===== src/rtl/bcr_pkg.sv =====
// Package with constants and types of the chip rate configuration block.
// Function
// - Bit 2 selects 32 or 64 chips.
// - Bit 1 selects double or normal rate.
// - Rate select only counts with 32-chip codes.
// - Double rate splits code, 62.5 kbits/sec.
// - Normal 32-chip rate is 32 kbits/sec.
// - Bit 0 selects 12x or 6x sampling.
// - 12x only with 32 chips, normal rate.
// - Half select picks upper or lower word only with 32 chips, normal rate.
package bcr_pkg;
    localparam logic [7:0] RATE_CFG_OFFSET = 8'h04;
    localparam logic [7:0] RATE_CFG_RESET = 8'h00;
    localparam int CODE_WIDTH_BIT = 2;
    localparam int DATA_RATE_BIT = 1;
    localparam int SAMPLE_RATE_BIT = 0;
    localparam int RESERVED_LSB = 3;
    localparam int HALF_CHIPS = 32;
    // Raw throughput in tenths of a kilobit per second.
    localparam logic [9:0] RATE_DOUBLE_X10 = 10'h271;
    localparam logic [9:0] RATE_NORMAL32_X10 = 10'h140;
    localparam logic [9:0] RATE_CHIPS64_X10 = 10'h0a0;

    typedef struct packed {
        logic chips32;
        logic double_rate;
        logic sample12;
    } bcr_cfg_t;

    typedef struct packed {
        logic chips32;
        logic double_rate;
        logic sample12;
        logic [1:0] bits_per_code;
        logic [9:0] rate_x10;
    } bcr_mode_t;
endpackage : bcr_pkg


===== src/rtl/bcr_code_split.sv =====
// Splitter that hands the correlators their two 32-chip code words.
`timescale 1ns/10ps
`default_nettype none
module bcr_code_split (
    input wire bcr_pkg::bcr_mode_t mode_in,
    input wire logic half_sel_in,
    input wire logic [63:0] pn_code_in,
    output logic [31:0] code_a_out,
    output logic [31:0] code_b_out
);
    logic [31:0] upper;
    logic [31:0] lower;

    assign upper = pn_code_in[63:bcr_pkg::HALF_CHIPS];
    assign lower = pn_code_in[bcr_pkg::HALF_CHIPS-1:0];

    always_comb begin
        if (mode_in.chips32 && !mode_in.double_rate) begin
            // Word A is the chosen half; word B is the second code.
            code_a_out = half_sel_in ? upper : lower;
            code_b_out = half_sel_in ? lower : upper;
        end else begin
            // Both halves in use: one bit per half in double rate.
            code_a_out = lower;
            code_b_out = upper;
        end
    end
endmodule : bcr_code_split
`default_nettype wire


===== src/rtl/bcr_rate_cfg.sv =====
// Chip rate configuration register with decoded baseband mode outputs.
`timescale 1ns/10ps
`default_nettype none
module bcr_rate_cfg (
    input wire logic SYS_CLK_IN,
    input wire logic RST_IN,
    input wire logic [7:0] ADDR_IN,
    input wire logic WR_STB_IN,
    input wire logic [7:0] WDATA_IN,
    input wire logic RD_STB_IN,
    input wire logic CODE_HALF_SEL_IN,
    input wire logic [63:0] PN_CODE_IN,
    output logic [7:0] RDATA_OUT,
    output logic RD_VALID_OUT,
    output logic CHIPS32_OUT,
    output logic DOUBLE_RATE_OUT,
    output logic SAMPLE12_OUT,
    output logic [1:0] BITS_PER_CODE_OUT,
    output logic [9:0] RATE_X10_OUT,
    output logic [31:0] CODE_A_OUT,
    output logic [31:0] CODE_B_OUT
);
    typedef struct packed {
        bcr_pkg::bcr_cfg_t cfg;
        bcr_pkg::bcr_mode_t mode;
        logic [7:0] rdata;
        logic rd_valid;
        logic [31:0] code_a;
        logic [31:0] code_b;
    } bcr_state_t;

    bcr_state_t st_q;
    bcr_state_t st_d;
    bcr_pkg::bcr_mode_t mode_now;
    logic [31:0] split_a;
    logic [31:0] split_b;
    logic hit;

    function automatic bcr_pkg::bcr_mode_t decode(bcr_pkg::bcr_cfg_t c);
        bcr_pkg::bcr_mode_t m;
        m.chips32 = c.chips32;
        m.double_rate = c.chips32 & c.double_rate;
        m.sample12 = c.chips32 & ~c.double_rate & c.sample12;
        m.bits_per_code = m.double_rate ? 2'h2 : 2'h1;
        if (m.double_rate) begin
            m.rate_x10 = bcr_pkg::RATE_DOUBLE_X10;
        end else if (m.chips32) begin
            m.rate_x10 = bcr_pkg::RATE_NORMAL32_X10;
        end else begin
            m.rate_x10 = bcr_pkg::RATE_CHIPS64_X10;
        end
        return m;
    endfunction : decode

    assign hit = (ADDR_IN == bcr_pkg::RATE_CFG_OFFSET);
    assign mode_now = decode(st_q.cfg);

    bcr_code_split u_split (
        .mode_in(mode_now),
        .half_sel_in(CODE_HALF_SEL_IN),
        .pn_code_in(PN_CODE_IN),
        .code_a_out(split_a),
        .code_b_out(split_b)
    );

    always_comb begin
        st_d = st_q;
        st_d.rd_valid = 1'b0;
        if (WR_STB_IN && hit) begin
            // Reserved bits are expected as zero and are not stored.
            st_d.cfg.chips32 = WDATA_IN[bcr_pkg::CODE_WIDTH_BIT];
            st_d.cfg.double_rate = WDATA_IN[bcr_pkg::DATA_RATE_BIT];
            st_d.cfg.sample12 = WDATA_IN[bcr_pkg::SAMPLE_RATE_BIT];
        end
        if (RD_STB_IN && hit) begin
            st_d.rdata = 8'h00;
            st_d.rdata[bcr_pkg::CODE_WIDTH_BIT] = st_q.cfg.chips32;
            st_d.rdata[bcr_pkg::DATA_RATE_BIT] = st_q.cfg.double_rate;
            st_d.rdata[bcr_pkg::SAMPLE_RATE_BIT] = st_q.cfg.sample12;
            st_d.rd_valid = 1'b1;
        end
        st_d.mode = mode_now;
        st_d.code_a = split_a;
        st_d.code_b = split_b;
    end

    always_ff @(posedge SYS_CLK_IN) begin
        if (RST_IN) begin
            st_q <= '0;
        end else begin
            st_q <= st_d;
        end
    end

    assign RDATA_OUT = st_q.rdata;
    assign RD_VALID_OUT = st_q.rd_valid;
    assign CHIPS32_OUT = st_q.mode.chips32;
    assign DOUBLE_RATE_OUT = st_q.mode.double_rate;
    assign SAMPLE12_OUT = st_q.mode.sample12;
    assign BITS_PER_CODE_OUT = st_q.mode.bits_per_code;
    assign RATE_X10_OUT = st_q.mode.rate_x10;
    assign CODE_A_OUT = st_q.code_a;
    assign CODE_B_OUT = st_q.code_b;
endmodule : bcr_rate_cfg
`default_nettype wire


===== config.mk =====
export PLATFORM = sky130hd
export DESIGN_NAME = bcr_rate_cfg
export DESIGN_NICKNAME = d
export VERILOG_FILES = /design/src/rtl/bcr_pkg.sv /design/src/rtl/bcr_code_split.sv /design/src/rtl/bcr_rate_cfg.sv
export SDC_FILE = /design/constraint.sdc
export NUM_CORES = 1
export LEC_CHECK = 0
export BUFFER_PORTS_ARGS = -buffer_cell sky130_fd_sc_hd__buf_2
export CORE_MARGIN = 2
export CORE_UTILIZATION = 40
export CTS_BUF_LIST = sky130_fd_sc_hd__clkbuf_8
export CTS_CLUSTER_DIAMETER = 120
export DETAILED_ROUTE_END_ITERATION = 12
export PLACE_DENSITY = 0.74
export SYNTH_ARGS = -nofsm -noshare
export SYNTH_HDL_FRONTEND = slang
export SYNTH_SLANG_ARGS = --single-unit
export TNS_END_PERCENT = 1

===== constraint.sdc =====
create_clock -name SYS_CLK_IN -period 1.1 [get_ports SYS_CLK_IN]
set_input_delay 0.055 -clock SYS_CLK_IN [delete_from_list [all_inputs] [get_ports SYS_CLK_IN]]
set_output_delay 0.055 -clock SYS_CLK_IN [all_outputs]
set_load 0.005 [all_outputs]

## Word level (Yosys, flattened, before mapping)

Cells that the tools add are included.

- Input port bits: 85
- Register bits after elaboration: 86
- Output and inout bits: 88
- Logic and storage cells: 31

- Equal/unequal tests: 1
- Reductions and logical operators: 5
- Bitwise gates (word level): 4
- Multiplexer cells: 8

Operators with widths:

| cell | number |
|---|---|
| 32-bit 2-to-1 mux | 4 |
| 10-bit 2-to-1 mux | 1 |
| 9-bit 2-to-1 mux | 1 |
| 8-bit by 3-bit == test with 1-bit output, second input constant | 1 |
| 1-bit bitwise AND | 3 |
| 1-bit logical AND | 3 |
| 2-bit 2-to-1 mux | 1 |
| 2-bit OR reduction | 1 |
| 1-bit zero test | 1 |
| 1-bit 2-to-1 mux | 1 |
| 1-bit inverter | 1 |

## Depth between registers and ports, before layout

Gate-level depths: netlist of run 1.

- Depth in word-level cells: 4
- Depth in mapped cells: 5
- Depth with buffers taken out: 3

## By module

From an unflattened synthesis of run 1, not the netlist that was laid out.

- Cell total of the unflattened synthesis: 345
- Area total of the unflattened synthesis: 4020.1 um2

By module, submodules not included:

| module | cells each | times used | sequential area each (um2) | area an instance (um2) |
|---|---|---|---|---|
| bcr_rate_cfg | 273 | 1 | 1581.5 | 2914.0 |
| bcr_code_split | 72 | 1 | 0.0 | 1106.1 |

## Worst setup path before layout of run 1

No wires, ideal clock.

- Kind: register to register
- Start: register st_q[89] (netlist name)
- End: register st_q, in the netlist CODE_B_OUT[23]
- Arrival: 0.936 ns
- Library setup time: 0.133 ns
- Setup slack: 0.031 ns
- Path buffers: 2
- Required time: 0.967 ns
- Period minus slack after synthesis: 1.069 ns
- Cell stages (with the launch flop): 6
- Cell sequence: dfxtp_1 -> and3b_1 -> buf_6 -> buf_8 -> nand2_1 -> a21oi_2

- Cells in the longest elaborated chain, start to end: 4

Ends and longest elaborated chain:

| element | line | RTL |
|---|---|---|
| start: declaration | bcr_rate_cfg.sv:32 | `bcr_state_t st_q;` |
| start signal: assignment | bcr_rate_cfg.sv:91 | `st_q <= st_d;` |
| 1-bit bitwise AND | bcr_rate_cfg.sv:42 | `m.double_rate = c.chips32 & c.double_rate;` |
| 1-bit zero test | bcr_code_split.sv:18 | `if (mode_in.chips32 && !mode_in.double_rate) begin` |
| 1-bit logical AND | bcr_code_split.sv:18 |  |
| 32-bit 2-to-1 mux | bcr_code_split.sv:18 |  |

No other way between the ends.
A chain may end at the register's enable or synchronous reset.

## Worst setup path after layout of run 1

- Start: register st_q[89] (netlist name)
- End: register st_q, in the netlist CODE_A_OUT[30]

The elaborated chain is that of the path after synthesis.

==> results of run 1 <==
## where the power goes
| part | switching, uW | leakage (uW) | total [uW] | internal, uW |
|---|---|---|---|---|
| combinational | 320 | 0.00156 | 752 | 432 |
| sequential | 34.7 | 0.000656 | 3020 | 2990 |
| clock | 992 | 0.0000940 | 2070 | 1080 |
## sequential cells by signal, summed over array words and instances, names as in the netlist, 2 cells and up
name,cells
CODE_B_OUT,32
CODE_A_OUT,32
RATE_X10_OUT,5
RDATA_OUT,3
st_q,2
## layout make-up
cell class | instances | area share [%]
clock buffers | 10 | 2.92
flip-flops and latches | 79 | 33.6
well taps | 108 | 2.86
repair buffers | 237 | 34.7
multi-input cells | 229 | 24.7
clock inverters | 4 | 1.01
inverters | 3 | 0.239
## layout by cell type, fill, tap and decap left out
| cell type | n |
|---|---|
| and3_1 | 3 |
| buf_12 | 5 |
| nand2_2 | 2 |
| nor4_2 | 1 |
| buf_2 | 159 |
| bufinv_16 | 1 |
| nor2_1 | 3 |
| nor3b_1 | 1 |
| nand3b_1 | 1 |
| buf_6 | 1 |
| buf_4 | 3 |
| mux2i_1 | 6 |
| dlygate4sd3_1 | 68 |
| nand2_1 | 126 |
| and3b_2 | 1 |
| conb_1 | 8 |
| clkinvlp_4 | 1 |
| buf_16 | 1 |
| nand2b_1 | 8 |
| a21oi_2 | 31 |
| a21oi_1 | 35 |
| nand3_1 | 1 |
| dfxtp_2 | 2 |
| dfxtp_1 | 77 |
| clkbuf_8 | 10 |
| inv_1 | 3 |
| clkinv_2 | 2 |
| nor4b_2 | 1 |
| or2b_1 | 1 |
## what timing repair did
action,in CTS,in global routing
hold endpoints to repair,68,0
gates cloned,1,0
hold buffers,68,0
setup endpoints to repair,6,61
gates resized for setup,9,13
setup buffers,1,0
## worst reg2reg max path: stages, from the launching register on
cell	delay (ns)
dfxtp_2	0.33
and3b_2	0.29
buf_12	0.19
nand2_1	0.13
a21oi_1	0.15
## logic make-up after synthesis
kind of cell           count (synthesis)
muxes                                  6
and+or+nand+nor                      149
DFF                                   79
AOI/OAI and AO/OA                     66
buffers and inverters                110
other                                  1
## worst paths after layout
kind               endpoint  slack [ns]
min            RD_VALID_OUT        0.05
max reg2reg  CODE_A_OUT[30]       -0.06
min reg2reg    RDATA_OUT[0]        0.47
max          CODE_A_OUT[30]       -0.06
## per-stage QoR
| step | hold WS [ns] | utilization [%] | power (uW) | std cells |
|---|---|---|---|---|
| after floorplan | 0.191 | - | 3470 | 418 |
| after global placement | 0.304 | 43.6 | 3590 | 586 |
| after detailed placement | 0.312 | 43.6 | 3610 | 586 |
| after CTS | 0.0231 | 54.4 | 5890 | 670 |
| after global routing | 0.0383 | 54.9 | 6140 | 670 |
| final | 0.0540 | 54.9 | 5840 | 670 |
## per-layer routing
layer  global-route usage (%)  share of wire, %
met5                        0                 0
met3                     4.53               6.6
met4                     9.08               2.9
met2                     32.6                52
met1                     18.8                38
==> metrics.md, run 1 <==
| Metric | Value |
|---|---|
| Status | finished, violations left |
| Violated checks | setup timing |
| Max Cap Violations | 0 |
| Initial core utilization | 40.5% |
| Gate Count Post-Synth | 411 |
| DP Area | 3750 um^2 |
| WL/cell | 13.0 um |
| Die W | 97.2 um |
| FF/Latch Area | 1580 um^2 |
| Final setup margin | -0.0565 ns |
| Most common cell in the netlist | nand2_1 |
| 1st-pass router iterations | 4 |
| Global Route Usage Sum | 17.8% |
| Largest family of logic cells by synthesized area | buffers and inverters |
| Crit Path Category | flop to flop |
| Power Dens Cells | 1240 nW/um^2 |
| Reg2Reg Depth | 4 |
| Critical R2R Launch | st_q[89] |
| CTS max path bufs | 2 |
| Final setup TNS | -0.124 ns |
| Share of the synthesized area in the top cell type | 45.5% |
| DRT Wirelength | 8680 um |
| Post-route cell area | 4720 um^2 |
| Simple-Gate Fraction of Synth Area | 18.0% |
| Synthesized area | 3480 um^2 |
| Port-buffer cells | 159 |
| CTS sink count | 79 |
| Final ANT Viol Nets | 0 |
| Worst path slowest cell | dfxtp_2 |
| WHS Path Cells | 4 |
| Setup Viol. Count Final | 6 |
| FFs w/ async S/R, synth | 0% |
| CP Max Fanout | 34 |
| Vias per std cell | 4.61 |
| First-pass GRT wire length | 13800 um |
| Crit path from | st_q[89] |
| Synth warn | 0 |
| Initial DRC Count | 120 |
| Pin count of the biggest net entering global routing | 43 |
| Post-route DRC | 0 |
| Synth cell types | 22 |
| Die footprint | 9450 um^2 |
| Synth area leader | dfxtp_1 |
| Critical path depth | 4 |
| Ys flop type | dfxtp_1 |
| Die Span Y | 97.2 um |
| Clk root buf | clkbuf_8 |
| Crit path buf inv count | 1 |
| DP Worst Slack | -0.0197 ns |
| CTS tree | done |
| Final Wtd Congestion | 0.734 |
| Synth top cells by count | nand2_1, buf_4, dfxtp_1, a21oi_1, a21oi_2 |
| Fillers | 773 |
| Fmax | 865 MHz |
| Mux contribution to synthesized area | 1.73% |
| H-tree depth | 3 |
| Core footprint | 8590 um^2 |
| Max incr delay on CP | 0.33 ns |
| CP Cell Sequence | and3b_2 > buf_12 > nand2_1 > a21oi_1 |
| CP Capture Type | flop |
| Period utilisation layout | 105% |
| TritonCTS buffer count | 9 |
| Post-Synth Adder-Cell Area | 0% |
| Worst VDD drop | 0.755 mV |
| Crit path DAT | 1.42 ns |
| Share of post-route cells with drive strength above 1 | 39.3% |
| Number of synthesized flops with an enable pin | 0 |
| Area contributors post-synth | dfxtp_1, buf_4, nand2_1 |
| Register bit total from synthesis | 79 |
| CP Launch Type | flop |
| Worst hold path class | input pin to flop |
| # IOs | 173 |
| N_diodes | 0 |
| Hold_sp | ADDR_IN[6] |
| Clock-pin slew on the worst setup and hold paths | 0.08 ns |
| Slew Limit Fails | 0 |
| RSZ-0062 raised after global routing | yes |
| Leak | 0.00231 uW |
| Vias in the first global route | 3095 |
| Worst-Skew Late Latency | 0.33 ns |
| Final hold viol count | 0 |
| Cell Rows | 34 |
| Grt ovf | 0 |
| Syn-to-layout area delta | 35.8% |
| Fin crit period | 1.16 ns |
| Post-synthesis compound-gate area fraction | 11.1% |
| Multi-input gate area | 1170 um^2 |
| Via count | 3086 |
| Critical path's top delay family | simple AND/OR/NAND/NOR gates |
| Post-synthesis xor/xnor area fraction | 0% |
| Avg Inst Size Synth | 8.46 um^2 |
| Initial antenna violation count | 0 |
| Final nets | 644 |
| Sequential share of the synthesized area | 45.5% |
| Hpwl dp | 5240 um |
| Skew final | 0.00753 ns |
| Critical path required time | 1.36 ns |
Note: power is estimated with default switching activity, not from simulation.
==> run 2: changes to the inputs <==
--- a/config.mk
+++ b/config.mk
@@ -11,7 +11,7 @@
 export CTS_BUF_LIST = sky130_fd_sc_hd__clkbuf_8
 export CTS_CLUSTER_DIAMETER = 120
 export DETAILED_ROUTE_END_ITERATION = 12
-export PLACE_DENSITY = 0.74
+export PLACE_DENSITY_LB_ADDON = 0.12
 export SYNTH_ARGS = -nofsm -noshare
 export SYNTH_HDL_FRONTEND = slang
 export SYNTH_SLANG_ARGS = --single-unit
==> run 2 against run 1 <==
Effect of this change: the run still ends with setup timing left; cell area up 3.8%; clock-buffer cell count down 1; hold slack worse by 0.021 ns; highest routed layer unchanged.
==> metrics.md, run 2 (same netlist as run 1, synthesis figures left out) <==
| Metric | Value |
|---|---|
| Status | finished, violations left |
| Violated checks | setup timing |
| First-pass GRT wire length | 12600 um (-9.4%) |
| Clock-pin slew on the worst setup and hold paths | 0.08 ns (about the same) |
| Period utilisation layout | 102% (-3.5 points) |
| Grt ovf | 0 (unchanged) |
| 1st-pass router iterations | 4 (unchanged) |
| Die footprint | 9450 um^2 (unchanged) |
| Final Wtd Congestion | 0.788 (+7.3%) |
| Crit path DAT | 1.39 ns (-0.03 ns) |
| Crit path buf inv count | 2 (+1) |
| Via count | 3019 (-2.2%) |
| CTS max path bufs | 2 (unchanged) |
| TritonCTS buffer count | 9 (unchanged) |
| Core footprint | 8590 um^2 (unchanged) |
| Reg2Reg Depth | 5 (+1) |
| Initial core utilization | 40.5% (unchanged) |
| Vias per std cell | 4.44 (-3.6%) |
| H-tree depth | 3 (unchanged) |
| CP Max Fanout | 8 (-76%) |
| Critical path's top delay family | flip-flops |
| FF/Latch Area | 1580 um^2 (unchanged) |
| Final nets | 652 (+1.2%) |
| # IOs | 173 (unchanged) |
| Port-buffer cells | 159 (unchanged) |
| Setup Viol. Count Final | 15 (+9) |
| WL/cell | 12.8 um (-1.6%) |
| Pin count of the biggest net entering global routing | 37 (-14%) |
| Initial DRC Count | 96 (-20%) |
| Leak | 0.00240 uW (+3.8%) |
| Worst VDD drop | 0.503 mV (-33%) |
| Max incr delay on CP | 0.32 ns (about the same) |
| Clk root buf | clkbuf_8 |
| N_diodes | 0 (unchanged) |
| Slew Limit Fails | 0 (unchanged) |
| RSZ-0062 raised after global routing | yes |
| Fillers | 763 (-1.3%) |
| Critical path depth | 5 (+1) |
| Most frequent cells in the layout | buf_2, nand2_1, dfxtp_1, dlygate4sd3_1, a21oi_1 |
| WHS Path Cells | 4 (unchanged) |
| DRT Wirelength | 8670 um (-0.12%) |
| CP Capture Type | flop |
| Worst path slowest cell | dfxtp_2 |
| Fin crit period | 1.12 ns (-0.0380 ns) |
| Worst-Skew Late Latency | 0.34 ns (about the same) |
| CTS sink count | 79 (unchanged) |
| Die Span Y | 97.2 um (unchanged) |
| CTS tree | done |
| Vias in the first global route | 2798 (-9.6%) |
| Skew final | 0.0111 ns (+0.00360 ns) |
| Hpwl dp | 4970 um (-5.1%) |
| CP Cell Sequence | and3b_2 > buf_6 > clkbuf_16 > nand2_1 > a21oi_1 |
| Critical path required time | 1.37 ns (about the same) |
| Final setup margin | -0.0186 ns (+0.0380 ns) |
| Cell Rows | 34 (unchanged) |
| Power Dens Cells | 1240 nW/um^2 (+0.23%) |
| Post-route cell area | 4900 um^2 (+3.8%) |
| DP Area | 3740 um^2 (-0.33%) |
| Post-route DRC | 0 (unchanged) |
| Final hold viol count | 0 (unchanged) |
| Most common cell after layout, fill and taps aside | buf_2 |
| Pwr Total | 6080 uW (+4.0%) |
| Final ANT Viol Nets | 0 (unchanged) |
| Multi-input gate area | 1170 um^2 (+0.21%) |
| Global Route Usage Sum | 16.1% (-1.7 points) |
| Crit Path Category | flop to flop |
| Syn-to-layout area delta | 40.9% |
| Max Cap Violations | 0 (unchanged) |
| Initial antenna violation count | 0 (unchanged) |
| Die W | 97.2 um (unchanged) |
| Share of post-route cells with drive strength above 1 | 40.2% (+0.89 points) |
| Worst hold path class | input pin to flop |
| CP Launch Type | flop |
| Fmax | 894 MHz (+3.4%) |
run 2: cell count changes in the layout (fill, tap and decap cells not counted), sizes merged:
cell,delta
clkbuf,+4
buf,+3
bufinv,+1
clkinvlp,+1
inv,+1
run 2: layout make-up:
type | count | area share, %
flip-flops and latches | 79 | 32.3
well taps | 108 | 2.76
clock inverters | 7 | 1.81
clock buffers | 9 | 2.53
inverters | 3 | 0.230
multi-input cells | 229 | 23.9
repair buffers | 245 | 36.4
run 2: power by group:
group | switching [uW] | internal [uW]
registers | 28.0 | 2990
logic | 307 | 437
clock network | 1060 | 1260
run 2: worst min-delay path: cells and delay by family:
family,cells,cell delay [ns]
buffers and inverters,1,0.08
and+or+nand+nor,3,0.19
run 2: per-layer routing:
layer  up-vias  track usage, %  wire (um)
li1       1519               -          -
met1      1379            18.1       3630
met4         0            6.09        190
met5         -               0          0
met2       106            29.2       4340
met3        15            4.17        511
run 2: repair_timing:
action,4_1_cts,5_1_grt
cloned,0,6
hold buffers,68,0
gates resized for setup,2,26
hold endpoints to repair,68,0
buffers inserted,0,4
pin swaps,0,1
endpoints found under the setup margin,36,63
run 2: worst paths after layout:
| kind | start | to | slack (ns) |
|---|---|---|---|
| max | st_q[89] | CODE_B_OUT[2] | -0.02 |
| min | ADDR_IN[6] | RD_VALID_OUT | 0.03 |
| max reg2reg | st_q[89] | CODE_B_OUT[2] | -0.02 |
| min reg2reg | RDATA_OUT[0] | RDATA_OUT[0] | 0.47 |
run 2: per-stage QoR:
step,worst slack (ns),hold WS [ns],util [%],TNS [ns],std cells
6_report,-0.0186,0.0332,57.0,-0.0825,680
5_1_grt,-0.0630,0.0465,57.0,-2.65,680
4_1_cts,-0.00334,0.0242,54.0,-0.00334,670
3_5_place_dp,-0.0457,0.313,43.5,-0.881,586
3_3_place_gp,-0.0249,0.307,43.5,-0.0249,586
2_1_floorplan,0.0308,0.191,-,0,418
==> run 3: changes to the inputs <==
--- a/config.mk
+++ b/config.mk
@@ -11,6 +11,7 @@
 export CTS_BUF_LIST = sky130_fd_sc_hd__clkbuf_8
 export CTS_CLUSTER_DIAMETER = 120
 export DETAILED_ROUTE_END_ITERATION = 12
+export GPL_TIMING_DRIVEN = 0
 export PLACE_DENSITY_LB_ADDON = 0.12
 export SYNTH_ARGS = -nofsm -noshare
 export SYNTH_HDL_FRONTEND = slang
==> run 3 against run 2 <==
Effect of this change: die area stayed put; maximum frequency is 4.2% lower; clock power is 9.9% lower; sequential share of layout area is 2.8 points lower; combinational power is 24% higher; the flow still finishes with violations (setup timing); clock skew is 0.0028 ns lower; cell area is 9.7% higher; highest routed layer unchanged.
==> metrics.md, run 3 (same netlist as run 1, synthesis figures left out) <==
| Metric | Value |
|---|---|
| CP Capture Point | CODE_A_OUT[30] |
| TritonCTS buffer count | 9 (unchanged) |
| # IOs | 173 (unchanged) |
| DRT Wirelength | 9090 um (+4.9%) |
| CTS max path bufs | 2 (unchanged) |
| Clock-pin slew on the worst setup and hold paths | 0.08 ns (about the same) |
| Status | finished, violations left |
| DP Area | 4430 um^2 (+19%) |
| Pin count of the biggest net entering global routing | 14 (-62%) |
| Clk root buf | clkbuf_8 |
| P_sw | 1430 uW (+2.7%) |
| Crit path DAT | 1.44 ns (+0.05 ns) |
| Initial DRC Count | 101 (+5.2%) |
| Violated checks | setup timing |
| Grt ovf | 0 (unchanged) |
| Final Wtd Congestion | 0.691 (-12%) |
| Fmax | 857 MHz (-4.2%) |
| Post-route DRC | 0 (unchanged) |
| Period utilisation layout | 106% (+4.4 points) |
| Global Route Usage Sum | 19.6% (+3.5 points) |
| Vias per std cell | 4.28 (-3.6%) |
| Final nets | 742 (+14%) |
| Vias in the first global route | 3385 (+21%) |
| Core footprint | 8590 um^2 (unchanged) |
| Clock group share of total power | 34.7% (-3.5 points) |
| Reg2Reg Depth | 5 (unchanged) |
| Port-buffer cells | 159 (unchanged) |
| Via count | 3295 (+9.1%) |
| Final ANT Viol Nets | 0 (unchanged) |
| Worst hold path class | input pin to flop |
| Slew Limit Fails | 0 (unchanged) |
| First-pass GRT wire length | 15100 um (+20%) |
| Skew final | 0.00835 ns (-0.00278 ns) |
| Critical path required time | 1.37 ns (about the same) |
| RSZ-0062 raised after global routing | yes |
| Leak | 0.00279 uW (+16%) |
| H-tree depth | 3 (unchanged) |
| Fin crit period | 1.17 ns (+0.0484 ns) |
| Initial antenna violation count | 0 (unchanged) |
| Post-route cell area | 5370 um^2 (+9.7%) |
| Worst-Skew Late Latency | 0.34 ns (about the same) |
| Crit Path Category | flop to flop |
| Die footprint | 9450 um^2 (unchanged) |
| Final Non-Filler Cells | 770 (+13%) |
| Cell Rows | 34 (unchanged) |
| Initial core utilization | 40.5% (unchanged) |
| Share of post-route cells with drive strength above 1 | 45.3% (+5.1 points) |
| Final hold viol count | 0 (unchanged) |
| Most frequent cells in the layout | buf_2, nand2_1, buf_4, dfxtp_1, dlygate4sd3_1 |
| Setup Viol. Count Final | 60 (+45) |
| Slew HR | 59.9% |
| CTS tree | done |
| Final setup margin | -0.0670 ns (-0.0484 ns) |
| CTS sink count | 79 (unchanged) |
| Crit path from | st_q[89] |
| Critical R2R Launch | st_q[89] |
| Die W | 97.2 um (unchanged) |
| Max Cap Violations | 0 (unchanged) |
| WL/cell | 11.8 um (-7.4%) |
| N_diodes | 0 (unchanged) |
| Die Span Y | 97.2 um (unchanged) |
| FF-to-FF End | CODE_A_OUT[30] |
| Hpwl dp | 6150 um (+24%) |
| Pwr Total | 6030 uW (-0.71%) |
| Worst VDD drop | 0.615 mV (+22%) |
| 1st-pass router iterations | 4 (unchanged) |
| R2r setup slk | -0.07 ns (-0.05 ns) |
| CP Launch Type | flop |
| CP Max Fanout | 10 (+2) |
| Syn-to-layout area delta | 54.6% |
| Post-Place Cells | 685 (+17%) |
| CP Capture Type | flop |
| Comb pwr share | 15.3% (+3.1 points) |
| Register share of total power | 50.0% (+0.4 points) |
| Most common cell after layout, fill and taps aside | buf_2 |
| Slew @ Worst Pin | 0.601 ns |
| Final setup TNS | -1.66 ns (-1.57 ns) |
| Fillers | 765 (+0.26%) |
| Switch share | 23.7% (+0.79 points) |
| Power Dens Cells | 1120 nW/um^2 (-9.5%) |
| Internal power | 4600 uW (-1.7%) |
-- run 3: metal layers --
| layer | wire length [um] | vias to the layer above | global-route usage [%] |
|---|---|---|---|
| li1 | - | 1693 | - |
| met1 | 3860 | 1461 | 22.4 |
| met2 | 4410 | 126 | 35.1 |
| met3 | 653 | 15 | 4.75 |
| met4 | 176 | 0 | 7.80 |
| met5 | 0 | - | 0 |
-- run 3: stage by stage --
stage               utilization [%]  setup slack [ns]  hold WS [ns]
floorplan                         -            0.0308         0.191
global route                   62.5            -0.141        0.0429
CTS                            62.0           -0.0656        0.0189
finish                         62.5           -0.0670        0.0407
detailed placement             51.6            -0.153         0.312
global placement               51.6            -0.150         0.307
-- run 3: power by group through the flow --
stage / registers [uW] / logic [uW] / clock network (uW)
4_1_cts: 3020 / 920 / 2160
3_5_place_dp: 3090 / 728 / 0
3_3_place_gp: 3090 / 720 / 0
5_1_grt: 3030 / 1020 / 2260
6_report: 3020 / 922 / 2090
2_1_floorplan: 3080 / 390 / 0
-- run 3: worst min-delay path by stage --
| stage | from | end | slack, ns | depth (start not counted) |
|---|---|---|---|---|
| after floorplan | PN_CODE_IN[32] | CODE_A_OUT[0] | 0.19 | 2 |
| after global placement | PN_CODE_IN[15] | CODE_B_OUT[15] | 0.31 | 3 |
| after detailed placement | PN_CODE_IN[20] | CODE_B_OUT[20] | 0.31 | 3 |
| after CTS | ADDR_IN[6] | RD_VALID_OUT | 0.02 | 4 |
| after global routing | ADDR_IN[6] | RD_VALID_OUT | 0.04 | 4 |
| final | ADDR_IN[6] | RD_VALID_OUT | 0.04 | 4 |
-- run 3: layout make-up --
cell class,instances,area (um^2),area share (%)
Tap cell,108,135,2.51
Clock buffer,9,124,2.31
Buffer,107,851,15.8
Sequential cell,79,1590,29.5
Timing Repair Buffer,228,1480,27.6
Multi-Input combinational cell,229,1120,20.8
Clock inverter,7,66.3,1.23
Inverter,3,11.3,0.210
-- run 3: worst max-delay path, stage by stage (launching register included) --
cell and delay, ns:
dfxtp_2 0.35, and3b_1 0.22, buf_6 0.17, buf_8 0.15, nand2_1 0.08, a21oi_2 0.12
-- run 3: what timing repair did --
action	CTS	global route
endpoints found under the setup margin	60	62
gates cloned	0	0
endpoints found under the hold margin	68	0
pin swaps	0	0
setup buffers	1	0
resized for setup	8	12
hold buffers	68	0
